--- src/design/usb_ep_hub_pkg.sv ---
package usb_ep_hub_pkg;
    // register indices; the bus byte address is four times the index
    localparam logic [15:0] IDX_EP2_CTRL = 16'h1fa3;
    localparam logic [15:0] IDX_EP1_CTRL = 16'h1fa4;
    localparam logic [15:0] IDX_HUB_STAT = 16'h1fc7;
    localparam logic [15:0] IDX_HUB_GLOBAL_STATE = 16'h1ffb;
    localparam logic [15:0] IDX_EP2_STAT = 16'h1fdb;
    localparam logic [15:0] IDX_EP1_STAT = 16'h1fdc;
    localparam int ADDR_W = 18;
    localparam logic [7:0] RESET_VALUE = 8'h00;
    // control/ack register bit positions
    localparam int CTL_TXC_ACK = 0;
    localparam int CTL_RXO_ACK = 1;
    localparam int CTL_STL_ACK = 3;
    localparam int CTL_TX_RDY = 4;
    localparam int CTL_HALT = 5;
    localparam int CTL_LAST = 6;
    // endpoint status bit positions
    localparam int ST_TXC = 0;
    localparam int ST_RXO = 1;
    localparam int ST_STL = 3;
    // global state bit positions
    localparam int GS_ADDR_EN = 0;
    localparam int GS_CONFIG = 1;
    localparam int GS_WAKE_EN = 2;
    localparam int GS_RESUME = 3;
    localparam int GS_SUSP = 4;
    // hub power status bit positions
    localparam int HS_LPL = 0;
    localparam int HS_OVI = 1;
    localparam int HS_LPC = 2;
    localparam int HS_OVC = 3;
    // handshake codes to the serial engine
    typedef enum logic [1:0] {HS_NONE, HS_ACK, HS_NAK, HS_STALL} hs_type;
endpackage

--- src/design/usb_ep_hub_regs.sv ---
// Decided for this implementation: register access over APB.
`timescale 1ns/1ps
// What this block does
// - set receive flag when out data stored
// - nak out tokens while receive flag set
// - fifo write blocked until firmware releases, except for an early setup
// - receive ack write clears receive flag
// - transmit complete set on in done
// - ack bits are one-shot write pulses
// - halt bit forces stall on next token
// - tx ready cleared on ack or iso sent
// - interrupt when ready cleared with complete
// - hub interrupt endpoint reports changes autonomously
// - hub endpoint naks when nothing changed
// - suspend flag mirrors suspended state
// - resume flag from upstream until downstream done
// - configured bit cleared by reset or config0
// - new address used from next transaction
// - hub status power lost and overcurrent
// - hub status change bits
// - stall-sent flag set after stall, ack clears
module usb_ep_hub_regs
    import usb_ep_hub_pkg::*;
#(
    parameter int NUM_EP = 2
) (
    // clock and reset
    input wire logic i_sys_clk,
    input wire logic i_rst,
    // apb slave
    input wire logic i_psel,
    input wire logic i_penable,
    input wire logic i_pwrite,
    input wire logic [usb_ep_hub_pkg::ADDR_W-1:0] i_paddr,
    input wire logic [31:0] i_pwdata,
    output logic [31:0] o_prdata,
    output logic o_pready,
    output logic o_pslverr,
    // serial engine, function endpoint events (index 0 = ep1, 1 = ep2)
    input wire logic [1:0] i_ep_out_token,
    input wire logic [1:0] i_ep_in_token,
    input wire logic [1:0] i_ep_iso,
    input wire logic [1:0] i_ep_out_stored,
    input wire logic [1:0] i_ep_in_acked,
    input wire logic [1:0] i_ep_iso_sent,
    input wire logic [1:0] i_ep_stall_sent,
    input wire logic [1:0] i_ep_irq_en,
    input wire logic i_early_setup,
    output usb_ep_hub_pkg::hs_type o_ep1_hs,
    output usb_ep_hub_pkg::hs_type o_ep2_hs,
    output logic [1:0] o_ep_fifo_wr_en,
    output logic [1:0] o_ep_tx_ready,
    output logic [1:0] o_ep_last_packet,
    output logic o_ep_irq,
    // hub interrupt endpoint
    input wire logic i_hub_in_token,
    input wire logic i_hub_report_sent,
    input wire logic [4:0] i_port_change,
    output usb_ep_hub_pkg::hs_type o_hub_hs,
    output logic [7:0] o_hub_report,
    // bus state
    input wire logic i_suspended,
    input wire logic i_upstream_resume,
    input wire logic i_downstream_resume_done,
    input wire logic i_set_config_zero,
    input wire logic i_transaction_start,
    output logic o_use_new_address,
    output logic o_remote_wakeup_enable,
    output logic o_configured
);
    import usb_ep_hub_pkg::*;

    // only the two function endpoints have register slots
    if (NUM_EP != 2) begin : g_num_ep_check
        $error("only two function endpoints are supported");
    end

    // per-endpoint stored control bits and status flags
    logic [1:0] tx_rdy_reg;
    logic [1:0] halt_reg;
    logic [1:0] last_reg;
    logic [1:0] txc_reg;
    logic [1:0] rxo_reg;
    logic [1:0] stl_reg;
    logic [1:0] tx_rdy_clr; // hardware clearing tx ready this cycle
    // global state bits
    logic wake_en_reg;
    logic config_reg;
    logic addr_en_reg;
    logic addr_live_reg; // address enable as seen by the engine
    logic resume_reg;
    // hub power status bits
    logic [3:0] hub_stat_reg;
    logic [7:0] hub_report_reg;
    logic hub_pending_reg;
    logic irq_reg;
    logic [31:0] prdata_reg;

    // byte address of an index
    function automatic logic [ADDR_W-1:0] byte_addr(input logic [15:0] idx);
        byte_addr = {idx, 2'b00};
    endfunction

    // one-cycle write strobes, taken at the access phase
    logic wr_en;
    logic wr_ep1;
    logic wr_ep2;
    logic wr_hub;
    logic wr_glb;
    logic [7:0] wd;
    logic [1:0] wr_ep;
    logic hit;
    assign wr_en = i_psel && i_penable && i_pwrite;
    assign wd = i_pwdata[7:0];
    assign wr_ep1 = wr_en && (i_paddr == byte_addr(IDX_EP1_CTRL));
    assign wr_ep2 = wr_en && (i_paddr == byte_addr(IDX_EP2_CTRL));
    assign wr_hub = wr_en && (i_paddr == byte_addr(IDX_HUB_STAT));
    assign wr_glb = wr_en && (i_paddr == byte_addr(IDX_HUB_GLOBAL_STATE));
    assign wr_ep = {wr_ep2, wr_ep1};
    assign hit = (i_paddr == byte_addr(IDX_EP1_CTRL)) || (i_paddr == byte_addr(IDX_EP2_CTRL))
        || (i_paddr == byte_addr(IDX_HUB_STAT)) || (i_paddr == byte_addr(IDX_HUB_GLOBAL_STATE))
        || (i_paddr == byte_addr(IDX_EP1_STAT)) || (i_paddr == byte_addr(IDX_EP2_STAT));

    // zero wait state slave; unmapped addresses answer with an error
    assign o_pready = 1'b1;
    assign o_pslverr = i_psel && i_penable && !hit;

    // hardware clear of tx ready: ack from host, or iso sent with no host ack
    assign tx_rdy_clr = i_ep_in_acked | (i_ep_iso & i_ep_iso_sent);

    // endpoint control bits; status bits are read only and ignore writes
    always_ff @(posedge i_sys_clk) begin
        if (i_rst) begin
            tx_rdy_reg <= '0;
            halt_reg <= '0;
            last_reg <= '0;
        end else begin
            for (int e = 0; e < 2; e++) begin
                if (wr_ep[e]) begin
                    halt_reg[e] <= wd[CTL_HALT];
                    last_reg[e] <= wd[CTL_LAST];
                end
                // hardware clear wins over a late firmware set: the packet left already
                if (tx_rdy_clr[e]) begin
                    tx_rdy_reg[e] <= 1'b0;
                end else if (wr_ep[e]) begin
                    tx_rdy_reg[e] <= wd[CTL_TX_RDY];
                end
            end
        end
    end

    // status flags: event set wins over the acknowledge pulse
    always_ff @(posedge i_sys_clk) begin
        if (i_rst) begin
            txc_reg <= '0;
            rxo_reg <= '0;
            stl_reg <= '0;
        end else begin
            for (int e = 0; e < 2; e++) begin
                // ack bits are consumed here and never stored
                if (i_ep_out_stored[e]) begin
                    rxo_reg[e] <= 1'b1;
                end else if (wr_ep[e] && wd[CTL_RXO_ACK]) begin
                    rxo_reg[e] <= 1'b0;
                end
                if (tx_rdy_clr[e] && tx_rdy_reg[e]) begin
                    txc_reg[e] <= 1'b1;
                end else if (wr_ep[e] && wd[CTL_TXC_ACK]) begin
                    txc_reg[e] <= 1'b0;
                end
                if (i_ep_stall_sent[e]) begin
                    stl_reg[e] <= 1'b1;
                end else if (wr_ep[e] && wd[CTL_STL_ACK]) begin
                    stl_reg[e] <= 1'b0;
                end
            end
        end
    end

    // fifo receive write allowed only while released, or for an early setup
    assign o_ep_fifo_wr_en = ~rxo_reg | {2{i_early_setup}};
    assign o_ep_tx_ready = tx_rdy_reg;
    assign o_ep_last_packet = last_reg;

    // handshake choice per endpoint: stall over nak over ack
    function automatic hs_type ep_hs(input logic out_t, input logic in_t, input logic halt,
                                     input logic rxo, input logic txr);
        ep_hs = HS_NONE;
        if (out_t || in_t) begin
            if (halt) begin
                ep_hs = HS_STALL;
            end else if (out_t) begin
                ep_hs = rxo ? HS_NAK : HS_ACK;
            end else begin
                ep_hs = txr ? HS_NONE : HS_NAK; // data phase when ready
            end
        end
    endfunction

    assign o_ep1_hs = ep_hs(i_ep_out_token[0], i_ep_in_token[0], halt_reg[0], rxo_reg[0],
                            tx_rdy_reg[0]);
    assign o_ep2_hs = ep_hs(i_ep_out_token[1], i_ep_in_token[1], halt_reg[1], rxo_reg[1],
                            tx_rdy_reg[1]);

    // interrupt pulse when hardware drops tx ready with complete already set
    always_ff @(posedge i_sys_clk) begin
        if (i_rst) begin
            irq_reg <= 1'b0;
        end else begin
            irq_reg <= |(tx_rdy_clr & tx_rdy_reg & txc_reg & i_ep_irq_en);
        end
    end
    assign o_ep_irq = irq_reg;

    // global state: firmware bits, suspend mirror, resume hold
    always_ff @(posedge i_sys_clk) begin
        if (i_rst) begin
            wake_en_reg <= 1'b0;
            config_reg <= 1'b0;
            addr_en_reg <= 1'b0;
        end else begin
            if (wr_glb) begin
                wake_en_reg <= wd[GS_WAKE_EN];
                addr_en_reg <= wd[GS_ADDR_EN];
            end
            if (i_set_config_zero) begin
                config_reg <= 1'b0;
            end else if (wr_glb) begin
                config_reg <= wd[GS_CONFIG];
            end
        end
    end

    // new address takes effect only at a transaction boundary
    always_ff @(posedge i_sys_clk) begin
        if (i_rst) begin
            addr_live_reg <= 1'b0;
        end else if (i_transaction_start) begin
            addr_live_reg <= addr_en_reg;
        end
    end

    // resume flag held from upstream resume until downstream resume completes
    always_ff @(posedge i_sys_clk) begin
        if (i_rst) begin
            resume_reg <= 1'b0;
        end else if (i_upstream_resume) begin
            resume_reg <= 1'b1;
        end else if (i_downstream_resume_done) begin
            resume_reg <= 1'b0;
        end
    end

    // hub power status: firmware maintained, all four bits writable
    always_ff @(posedge i_sys_clk) begin
        if (i_rst) begin
            hub_stat_reg <= RESET_VALUE[3:0];
        end else if (wr_hub) begin
            hub_stat_reg <= wd[3:0];
        end
    end

    // hub interrupt endpoint: report built in hardware, naks when idle
    logic [7:0] report_now;
    assign report_now = {2'b00, i_port_change,
                         hub_stat_reg[HS_OVI] | hub_stat_reg[HS_OVC]};
    always_ff @(posedge i_sys_clk) begin
        if (i_rst) begin
            hub_report_reg <= '0;
            hub_pending_reg <= 1'b0;
        end else begin
            hub_report_reg <= report_now;
            if (|report_now) begin
                hub_pending_reg <= 1'b1;
            end else if (i_hub_report_sent) begin
                hub_pending_reg <= 1'b0;
            end
        end
    end
    assign o_hub_report = hub_report_reg;
    assign o_hub_hs = !i_hub_in_token ? HS_NONE : (hub_pending_reg ? HS_NONE : HS_NAK);

    assign o_use_new_address = addr_live_reg;
    assign o_remote_wakeup_enable = wake_en_reg;
    assign o_configured = config_reg;

    // read mux; reserved bits and pulse bits read zero
    always_ff @(posedge i_sys_clk) begin
        if (i_rst) begin
            prdata_reg <= '0;
        end else begin
            prdata_reg <= '0;
            if (i_psel && !i_penable && !i_pwrite) begin
                unique case (i_paddr)
                    byte_addr(IDX_EP1_CTRL): begin
                        prdata_reg[6:4] <= {last_reg[0], halt_reg[0], tx_rdy_reg[0]};
                    end
                    byte_addr(IDX_EP2_CTRL): begin
                        prdata_reg[6:4] <= {last_reg[1], halt_reg[1], tx_rdy_reg[1]};
                    end
                    byte_addr(IDX_EP1_STAT): begin
                        prdata_reg[3:0] <= {stl_reg[0], 1'b0, rxo_reg[0], txc_reg[0]};
                    end
                    byte_addr(IDX_EP2_STAT): begin
                        prdata_reg[3:0] <= {stl_reg[1], 1'b0, rxo_reg[1], txc_reg[1]};
                    end
                    byte_addr(IDX_HUB_STAT): prdata_reg[3:0] <= hub_stat_reg;
                    // suspend is a live mirror of the engine state, not a stored copy
                    byte_addr(IDX_HUB_GLOBAL_STATE): begin
                        prdata_reg[4:0] <= {i_suspended, resume_reg, wake_en_reg, config_reg,
                                            addr_en_reg};
                    end
                    default: prdata_reg <= '0;
                endcase
            end
        end
    end
    assign o_prdata = prdata_reg;

    // rx flag never drops without an ack write
    a_rxo_hold: assert property (@(posedge i_sys_clk) disable iff (i_rst)
        $fell(rxo_reg[0]) |-> $past(wr_ep1) && $past(wd[CTL_RXO_ACK]))
        else $error("receive flag cleared without ack");
    a_out_nak: assert property (@(posedge i_sys_clk) disable iff (i_rst)
        rxo_reg[0] && i_ep_out_token[0] && !halt_reg[0] |-> o_ep1_hs == HS_NAK)
        else $error("out token not nakked while flag set");
    a_stall_halt: assert property (@(posedge i_sys_clk) disable iff (i_rst)
        halt_reg[1] && i_ep_in_token[1] |-> o_ep2_hs == HS_STALL)
        else $error("halted endpoint did not stall");
    a_rxo_set: assert property (@(posedge i_sys_clk) disable iff (i_rst)
        i_ep_out_stored[0] |=> rxo_reg[0])
        else $error("receive flag not set");
    a_stl_set: assert property (@(posedge i_sys_clk) disable iff (i_rst)
        i_ep_stall_sent[1] |=> stl_reg[1])
        else $error("stall sent flag not set");
    a_txr_clear: assert property (@(posedge i_sys_clk) disable iff (i_rst)
        i_ep_in_acked[0] |=> !tx_rdy_reg[0])
        else $error("tx ready not cleared on ack");
    a_resume_hold: assert property (@(posedge i_sys_clk) disable iff (i_rst)
        $fell(resume_reg) |-> $past(i_downstream_resume_done))
        else $error("resume flag dropped early");
    a_hub_nak: assert property (@(posedge i_sys_clk) disable iff (i_rst)
        i_hub_in_token && !hub_pending_reg |-> o_hub_hs == HS_NAK)
        else $error("hub endpoint did not nak");
    // transmit side: complete flag, its acknowledge and the interrupt pulse
    a_txc_set: assert property (@(posedge i_sys_clk) disable iff (i_rst)
        tx_rdy_clr[0] && tx_rdy_reg[0] |=> txc_reg[0])
        else $error("transmit complete not set");
    a_txc_hold: assert property (@(posedge i_sys_clk) disable iff (i_rst)
        $fell(txc_reg[0]) |-> $past(wr_ep1) && $past(wd[CTL_TXC_ACK]))
        else $error("transmit complete cleared without ack");
    a_irq_pulse: assert property (@(posedge i_sys_clk) disable iff (i_rst)
        tx_rdy_clr[0] && tx_rdy_reg[0] && txc_reg[0] && i_ep_irq_en[0] |=> o_ep_irq)
        else $error("no interrupt on ready clear");
    a_fifo_block: assert property (@(posedge i_sys_clk) disable iff (i_rst)
        rxo_reg[0] && !i_early_setup |-> !o_ep_fifo_wr_en[0])
        else $error("fifo write allowed while data held");
    a_addr_wait: assert property (@(posedge i_sys_clk) disable iff (i_rst)
        !i_transaction_start |=> $stable(o_use_new_address))
        else $error("address switched inside a transaction");
    a_cfg_zero: assert property (@(posedge i_sys_clk) disable iff (i_rst)
        i_set_config_zero |=> !o_configured)
        else $error("configured bit survived config zero");
    a_bitmap_bit0: assert property (@(posedge i_sys_clk) disable iff (i_rst)
        hub_stat_reg[HS_OVI] || hub_stat_reg[HS_OVC] |=> o_hub_report[0])
        else $error("hub bitmap bit0 missing");
    a_rsv_zero: assert property (@(posedge i_sys_clk) disable iff (i_rst)
        o_prdata[31:7] == '0)
        else $error("reserved read bits not zero");
endmodule // usb_ep_hub_regs

--- config.mk ---
export PLATFORM = sky130hd
export DESIGN_NAME = usb_ep_hub_regs
export DESIGN_NICKNAME = d
export VERILOG_FILES = /design/src/design/usb_ep_hub_pkg.sv /design/src/design/usb_ep_hub_regs.sv
export SDC_FILE = /design/constraint.sdc
export NUM_CORES = 1
export LEC_CHECK = 0
export BUFFER_PORTS_ARGS = -buffer_cell sky130_fd_sc_hd__buf_2
export CORE_MARGIN = 3
export CORE_UTILIZATION = 44
export CTS_BUF_LIST = sky130_fd_sc_hd__clkbuf_16
export DETAILED_ROUTE_END_ITERATION = 12
export GPL_TIMING_DRIVEN = 0
export HOLD_SLACK_MARGIN = 0.06
export PLACE_DENSITY = 0.83
export SLEW_MARGIN = 10
export SYNTH_ARGS = -nofsm -noshare
export SYNTH_HDL_FRONTEND = slang
export SYNTH_SLANG_ARGS = --single-unit
export TNS_END_PERCENT = 30
--- constraint.sdc ---
create_clock -name i_sys_clk -period 3.6 [get_ports i_sys_clk]
set_clock_uncertainty 0.1 [all_clocks]
set_input_delay 0 -clock i_sys_clk [delete_from_list [all_inputs] [get_ports i_sys_clk]]
set_output_delay 0 -clock i_sys_clk [all_outputs]
set_load 0.01 [all_outputs]
## Word level (Yosys, flattened, before mapping)

Cells that the tools add are included.

| word-level totals | value |
|---|---|
| flip-flop bits (word level) | 63 |
| latch bits | 0 |
| RAM bits | 0 |
| ROM bits | 0 |
| output and inout bits | 58 |
| memories kept | 0 |

| operators by class | value |
|---|---|
| add/subtract/negate cells | 0 |
| $mul | 0 |
| divide/modulo/power cells | 0 |
| order comparisons | 0 |
| equality and inequality tests | 6 |
| shifts and indexed selects | 0 |
| multiplexer cells | 31 |
| bitwise gates (word level) | 9 |
| reductions and logical operators | 41 |

Operators with widths:

| cell | number |
|---|---|
| == test 18 x 15 -> 1 bit, second input constant | 6 |
| 2-to-1 mux 2 bit | 12 |
| logical AND 1 bit | 17 |
| 2-to-1 mux 1 bit | 16 |
| one-hot mux 4 bit (4 select lines) | 1 |
| nonzero test 2 bit | 8 |
| OR reduction 2 bit | 5 |
| AND 2 bit | 4 |
| logical OR 1 bit | 7 |
| OR reduction 6 bit | 1 |
| bitwise OR 2 bit | 2 |
| one-hot mux 2 bit (2 select lines) | 1 |
| zero test 1 bit | 3 |
| one-hot mux 1 bit (3 select lines) | 1 |
| NOT 2 bit | 1 |
| NOT 1 bit | 1 |
| bitwise OR 1 bit | 1 |

## Logic depth before layout (Yosys ltp)

| logic depth | value |
|---|---|
| word-level depth | 8 |
| depth in mapped cells | 6 |
| depth with buffers taken out | 4 |

## Least setup slack after synthesis

Ideal clock, no wire load.

| timing path | value |
|---|---|
| path type | input-to-reg |
| start point | input i_paddr[17] (netlist bit) |
| end point | register prdata_reg[0], in the netlist o_prdata[0] |
| arrival time | 1,379 ps |
| data required time | 3,430 ps |
| setup slack | 2,051 ps |
| stages | 6 |
| path buffers | 2 |
| cell sequence | or3_1 buf_2 or4_1 buf_2 a31o_1 a21oi_1 |

| on the way | value |
|---|---|
| word-level cells in the longest chain between the ends | 2 |
| elaborated cells on any way between the ends | 5 |

RTL lines:

| item | line | source |
|---|---|---|
| start, declared | usb_ep_hub_regs.sv:34 | `input wire logic [usb_ep_hub_pkg::ADDR_W-1:0] i_paddr,` |
| == test 18 x 15 -> 1 bit | usb_ep_hub_regs.sv:295 | `unique case (i_paddr)` |
| one-hot mux 4 bit (4 select lines) (*) | usb_ep_hub_regs.sv:295 |  |
| end signal, assigned | usb_ep_hub_regs.sv:303 | `prdata_reg[3:0] <= {stl_reg[0], 1'b0, rxo_reg[0], txc_reg[0]};` |
| end signal, assigned | usb_ep_hub_regs.sv:306 | `prdata_reg[3:0] <= {stl_reg[1], 1'b0, rxo_reg[1], txc_reg[1]};` |
| end signal, assigned | usb_ep_hub_regs.sv:308 | `byte_addr(IDX_HUB_STAT): prdata_reg[3:0] <= hub_stat_reg;` |
| end, declared | usb_ep_hub_regs.sv:97 | `logic [31:0] prdata_reg;` |

Mark *: on every way between the ends. The rest lies on a longest branch, timed or not.
A chain may end at the register's enable or synchronous reset.

## Worst setup path after layout

| timing path | value |
|---|---|
| start point | input i_paddr[6] (netlist bit) |
| end point | register stl_reg[1] |

| on the way | value |
|---|---|
| word-level cells in the longest chain between the ends | 4 |

RTL lines:

| item | line | source |
|---|---|---|
| == test 18 x 15 -> 1 bit | usb_ep_hub_regs.sv:116 | `assign wr_ep2 = wr_en && (i_paddr == byte_addr(IDX_EP2_CTRL));` |
| logical AND 1 bit | usb_ep_hub_regs.sv:116 |  |
| logical AND 1 bit | usb_ep_hub_regs.sv:174 | `end else if (wr_ep[e] && wd[CTL_STL_ACK]) begin` |
| nonzero test 2 bit (no line) | -- |  |
| end signal, assigned | usb_ep_hub_regs.sv:158 | `stl_reg <= '0;` |
| end signal, assigned by index | usb_ep_hub_regs.sv:173 | `stl_reg[e] <= 1'b1;` |
| end signal, assigned by index | usb_ep_hub_regs.sv:175 | `stl_reg[e] <= 1'b0;` |
| end, declared | usb_ep_hub_regs.sv:84 | `logic [1:0] stl_reg;` |

No other way between the ends.

==> reports/results.md <==
Layout
• Fill cells: 305
• Largest register FFs: 7
• Antenna Cells: 0
• fraction of final layout cells with drive strength greater than 1: 0.331
• post-synthesis to final-layout area growth: 57.2%
• NumNets Final: 485
• final design utilization: 0.745

Hold path
• hold path depth: 4
• HP Class: in -> reg
• Hold Path Origin: i_ep_iso_sent[1]
• Hold Crit Endpoint: txc_reg[1]

Synthesis
• area share of the largest cell type after synthesis: 0.364
• number of flops mapped to enable cells by yosys: 0
• share of synthesized area occupied by flip-flops and latches: 0.364
• number of storage elements in the synthesis netlist: 36
• synth top area cells: dfxtp_1 36%, buf_4 11%, nand3_1 7.1%, a21oi_1 6.3%, o21ai_0 3.5%
• async set-reset flop share out of synthesis: 0
• netlist area before placement: 0.00198 mm2
• main flop type after synthesis: dfxtp_1
• post-synth cell types: 46
• top-count cell post-synth: dfxtp_1
• count of mapped cells out of synthesis: 244
• most common library cells after synthesis: 36 x dfxtp_1, 29 x buf_4, 28 x nand3_1
• Warnings, synthesis: 0
• average cell area after synthesis: 8.11 um2
• cell type with the largest total area after synthesis: dfxtp_1

CTS
• clock buffer count from CTS: 5
• Worst-path clk slew: 0.05 ns
• TritonCTS clock tree: built
• total number of clock tree sinks: 36
• maximum number of buffers from clock root to sink: 2
• post-CTS setup-driven buffer insertion count: 0
• clock latency of the later-clocked register in the worst-skew pair: 0.28 ns
• clock tree root buffer cell: clkbuf_16
• htree depth: 2

Placement
• post-place setup slack: 1.71 ns
• DPL Wire Length: 4.38 mm
• Final Wtd Congestion: 0.909
• IO buf count: 85

Floorplan
• num rows: 23
• floorplan die height: 73.1 um
• core area: 0.00417 mm2
• initial core utilization: 0.474
• Die ar.: 0.00534 mm2
• number of top-level design ports: 142
• die outline width: 73.1 um

Setup path
• crit path cell chain: dlygate4sd3_1, buf_2, nor4b_1, and3_1, a31oi_1, o21a_1, dlygate4sd3_1
• cell occurring most often along the worst timing path: dlygate4sd3_1
• Worst EP required: 3.66 ns
• slowest stage cell, crit path: nor4b_1
• worst flop-to-flop path endpoint: o_ep_irq
• WS Path Type: in -> reg
• maximum fanout encountered on the critical timing path: 6
• Worst Setup Start Kind: input pin
• data arrival time of the critical path: 2.84 ns
• Worst R2R Start: o_ep_tx_ready[0]
• register-to-register setup slack: 2.02 ns
• worst-case reg-to-reg path depth: 4
• delay of the slowest critical-path stage: 0.84 ns
• endpoint kind of the worst setup timing path: flip-flop

Power
• Max VDD drop: 0.000221 V
• leakage power: 1.45 nW
• power per unit of standard cell area: 338 mW/mm2

Timing
• final number of setup-violating endpoints: 0
• final cycle utilization of the critical path: 0.772
• setup TNS: 0 ns
• Max Transition Viols Final: 0
• fmax: 360 MHz
• actual transition at the worst max-transition pin: 0.957 ns
• worst setup slack after layout: 0.822 ns
• slew margin rel.: 0.353
• worst hold slack: 0.0499 ns
• unrepaired setup endpoints after global routing: false
• Final Hold Violating Endpoints: 0
• shortest clock period the worst path allows after layout: 2.78 ns

GRT
• Tot GR Track Use: 0.237
• pin count of the biggest net entering global routing: 12
• Remaining Overflow, GRT: 0
• via count of the first global-routing pass: 2149
• wire length of the first global-routing pass: 9.91 mm
• initial antenna violation count: 0

Drt
• residual antenna-violating net count after detailed routing: 0
• detailed-route DRC error count: 0
• first-pass detailed-route iteration total: 4
• detailed router's first-iteration violation count: 139
• average wire per standard cell: 13.7 um
• final routed wirelength across all metal layers: 6.20 mm
• routed vias: 2293
• post-DR vias/cell: 5.07

Job
• Max Cap Viol: 0

Run status
• run status: complete, no violations

## how the worst max path moves through the flow
stage | cells past startpoint | slack (ns) | startpoint | endpoint
5_1_grt | 7 | 0.73 | i_paddr[6] | stl_reg[1]
4_1_cts | 7 | 0.91 | i_paddr[6] | stl_reg[1]
6_report | 7 | 0.82 | i_paddr[6] | stl_reg[1]
3_3_place_gp | 5 | 1.75 | i_paddr[6] | rxo_reg[1]
3_5_place_dp | 5 | 1.71 | i_paddr[6] | rxo_reg[1]
2_1_floorplan | 6 | 2.05 | i_paddr[17] | o_prdata[0]
## where the power goes
part / switching, mW / internal (mW)
Clock: 0.155 / 0.321
Sequential: 0.00418 / 0.406
Combinational: 0.0741 / 0.0907
Total: 0.233 / 0.818
## cell usage in the layout (no fill, tap or decap), types with 6 or more instances in the layout
master / n
a21oi_1: 25
conb_1: 29
inv_1: 8
and3_1: 6
dfxtp_1: 36
nor2b_1: 7
o21ai_0: 14
nand2b_1: 7
buf_4: 29
buf_2: 88
nand3_1: 28
nand4_1: 7
nor2_1: 18
dlygate4sd3_1: 38
## what timing repair did
| item | in CTS | in global routing |
|---|---|---|
| hold buffers | 38 | 0 |
| hold endpoints to repair | 30 | 0 |
| setup endpoints to repair | 0 | 0 |
| gates resized for setup | 0 | 0 |
## critical path, delay by kind of cell
family | cells | cell delay, ns
buf+inv | 3 | 1.24
compound gates | 2 | 0.32
simple gates | 2 | 1.28
## layer usage
layer  vias up  part of all wire  GRT usage
li1       1129                 -          -
met1      1023              0.40      0.294
met2       128              0.48      0.397
met3        13              0.10     0.0565
met4         0             0.020     0.0820
met5         -                 0          0
## cell type report
cell class	instances	area (um2)	share of cell area
Buffer	40	284	0.0913
Clock buffer	5	125	0.0402
Clock inverter	3	37.5	0.0121
Inverter	8	30.0	0.00965
Multi-Input combinational cell	187	1040	0.336
Sequential cell	36	721	0.232
Tap cell	50	62.6	0.0201
Timing Repair Buffer	123	806	0.259
## per-stage QoR
step / instances / cell area [um2] / power, mW
floorplan: 271 / 2080 / 0.496
global route: 452 / 3110 / 1.09
finish: 452 / 3110 / 1.05
global placement: 406 / 2570 / 0.548
detailed placement: 406 / 2570 / 0.550
CTS: 452 / 3110 / 1.05
## logic make-up after synthesis
| group | after synthesis | share of synthesized area |
|---|---|---|
| multiplexers | 1 | 0.00506 |
| AND/OR/NAND/NOR | 97 | 0.287 |
| buffers and inverters | 48 | 0.159 |
| AO/OA/AOI/OAI | 60 | 0.182 |
| other | 2 | 0.00380 |
| flip-flops | 36 | 0.364 |
No activity file was read; power rests on OpenSTA's default activity.
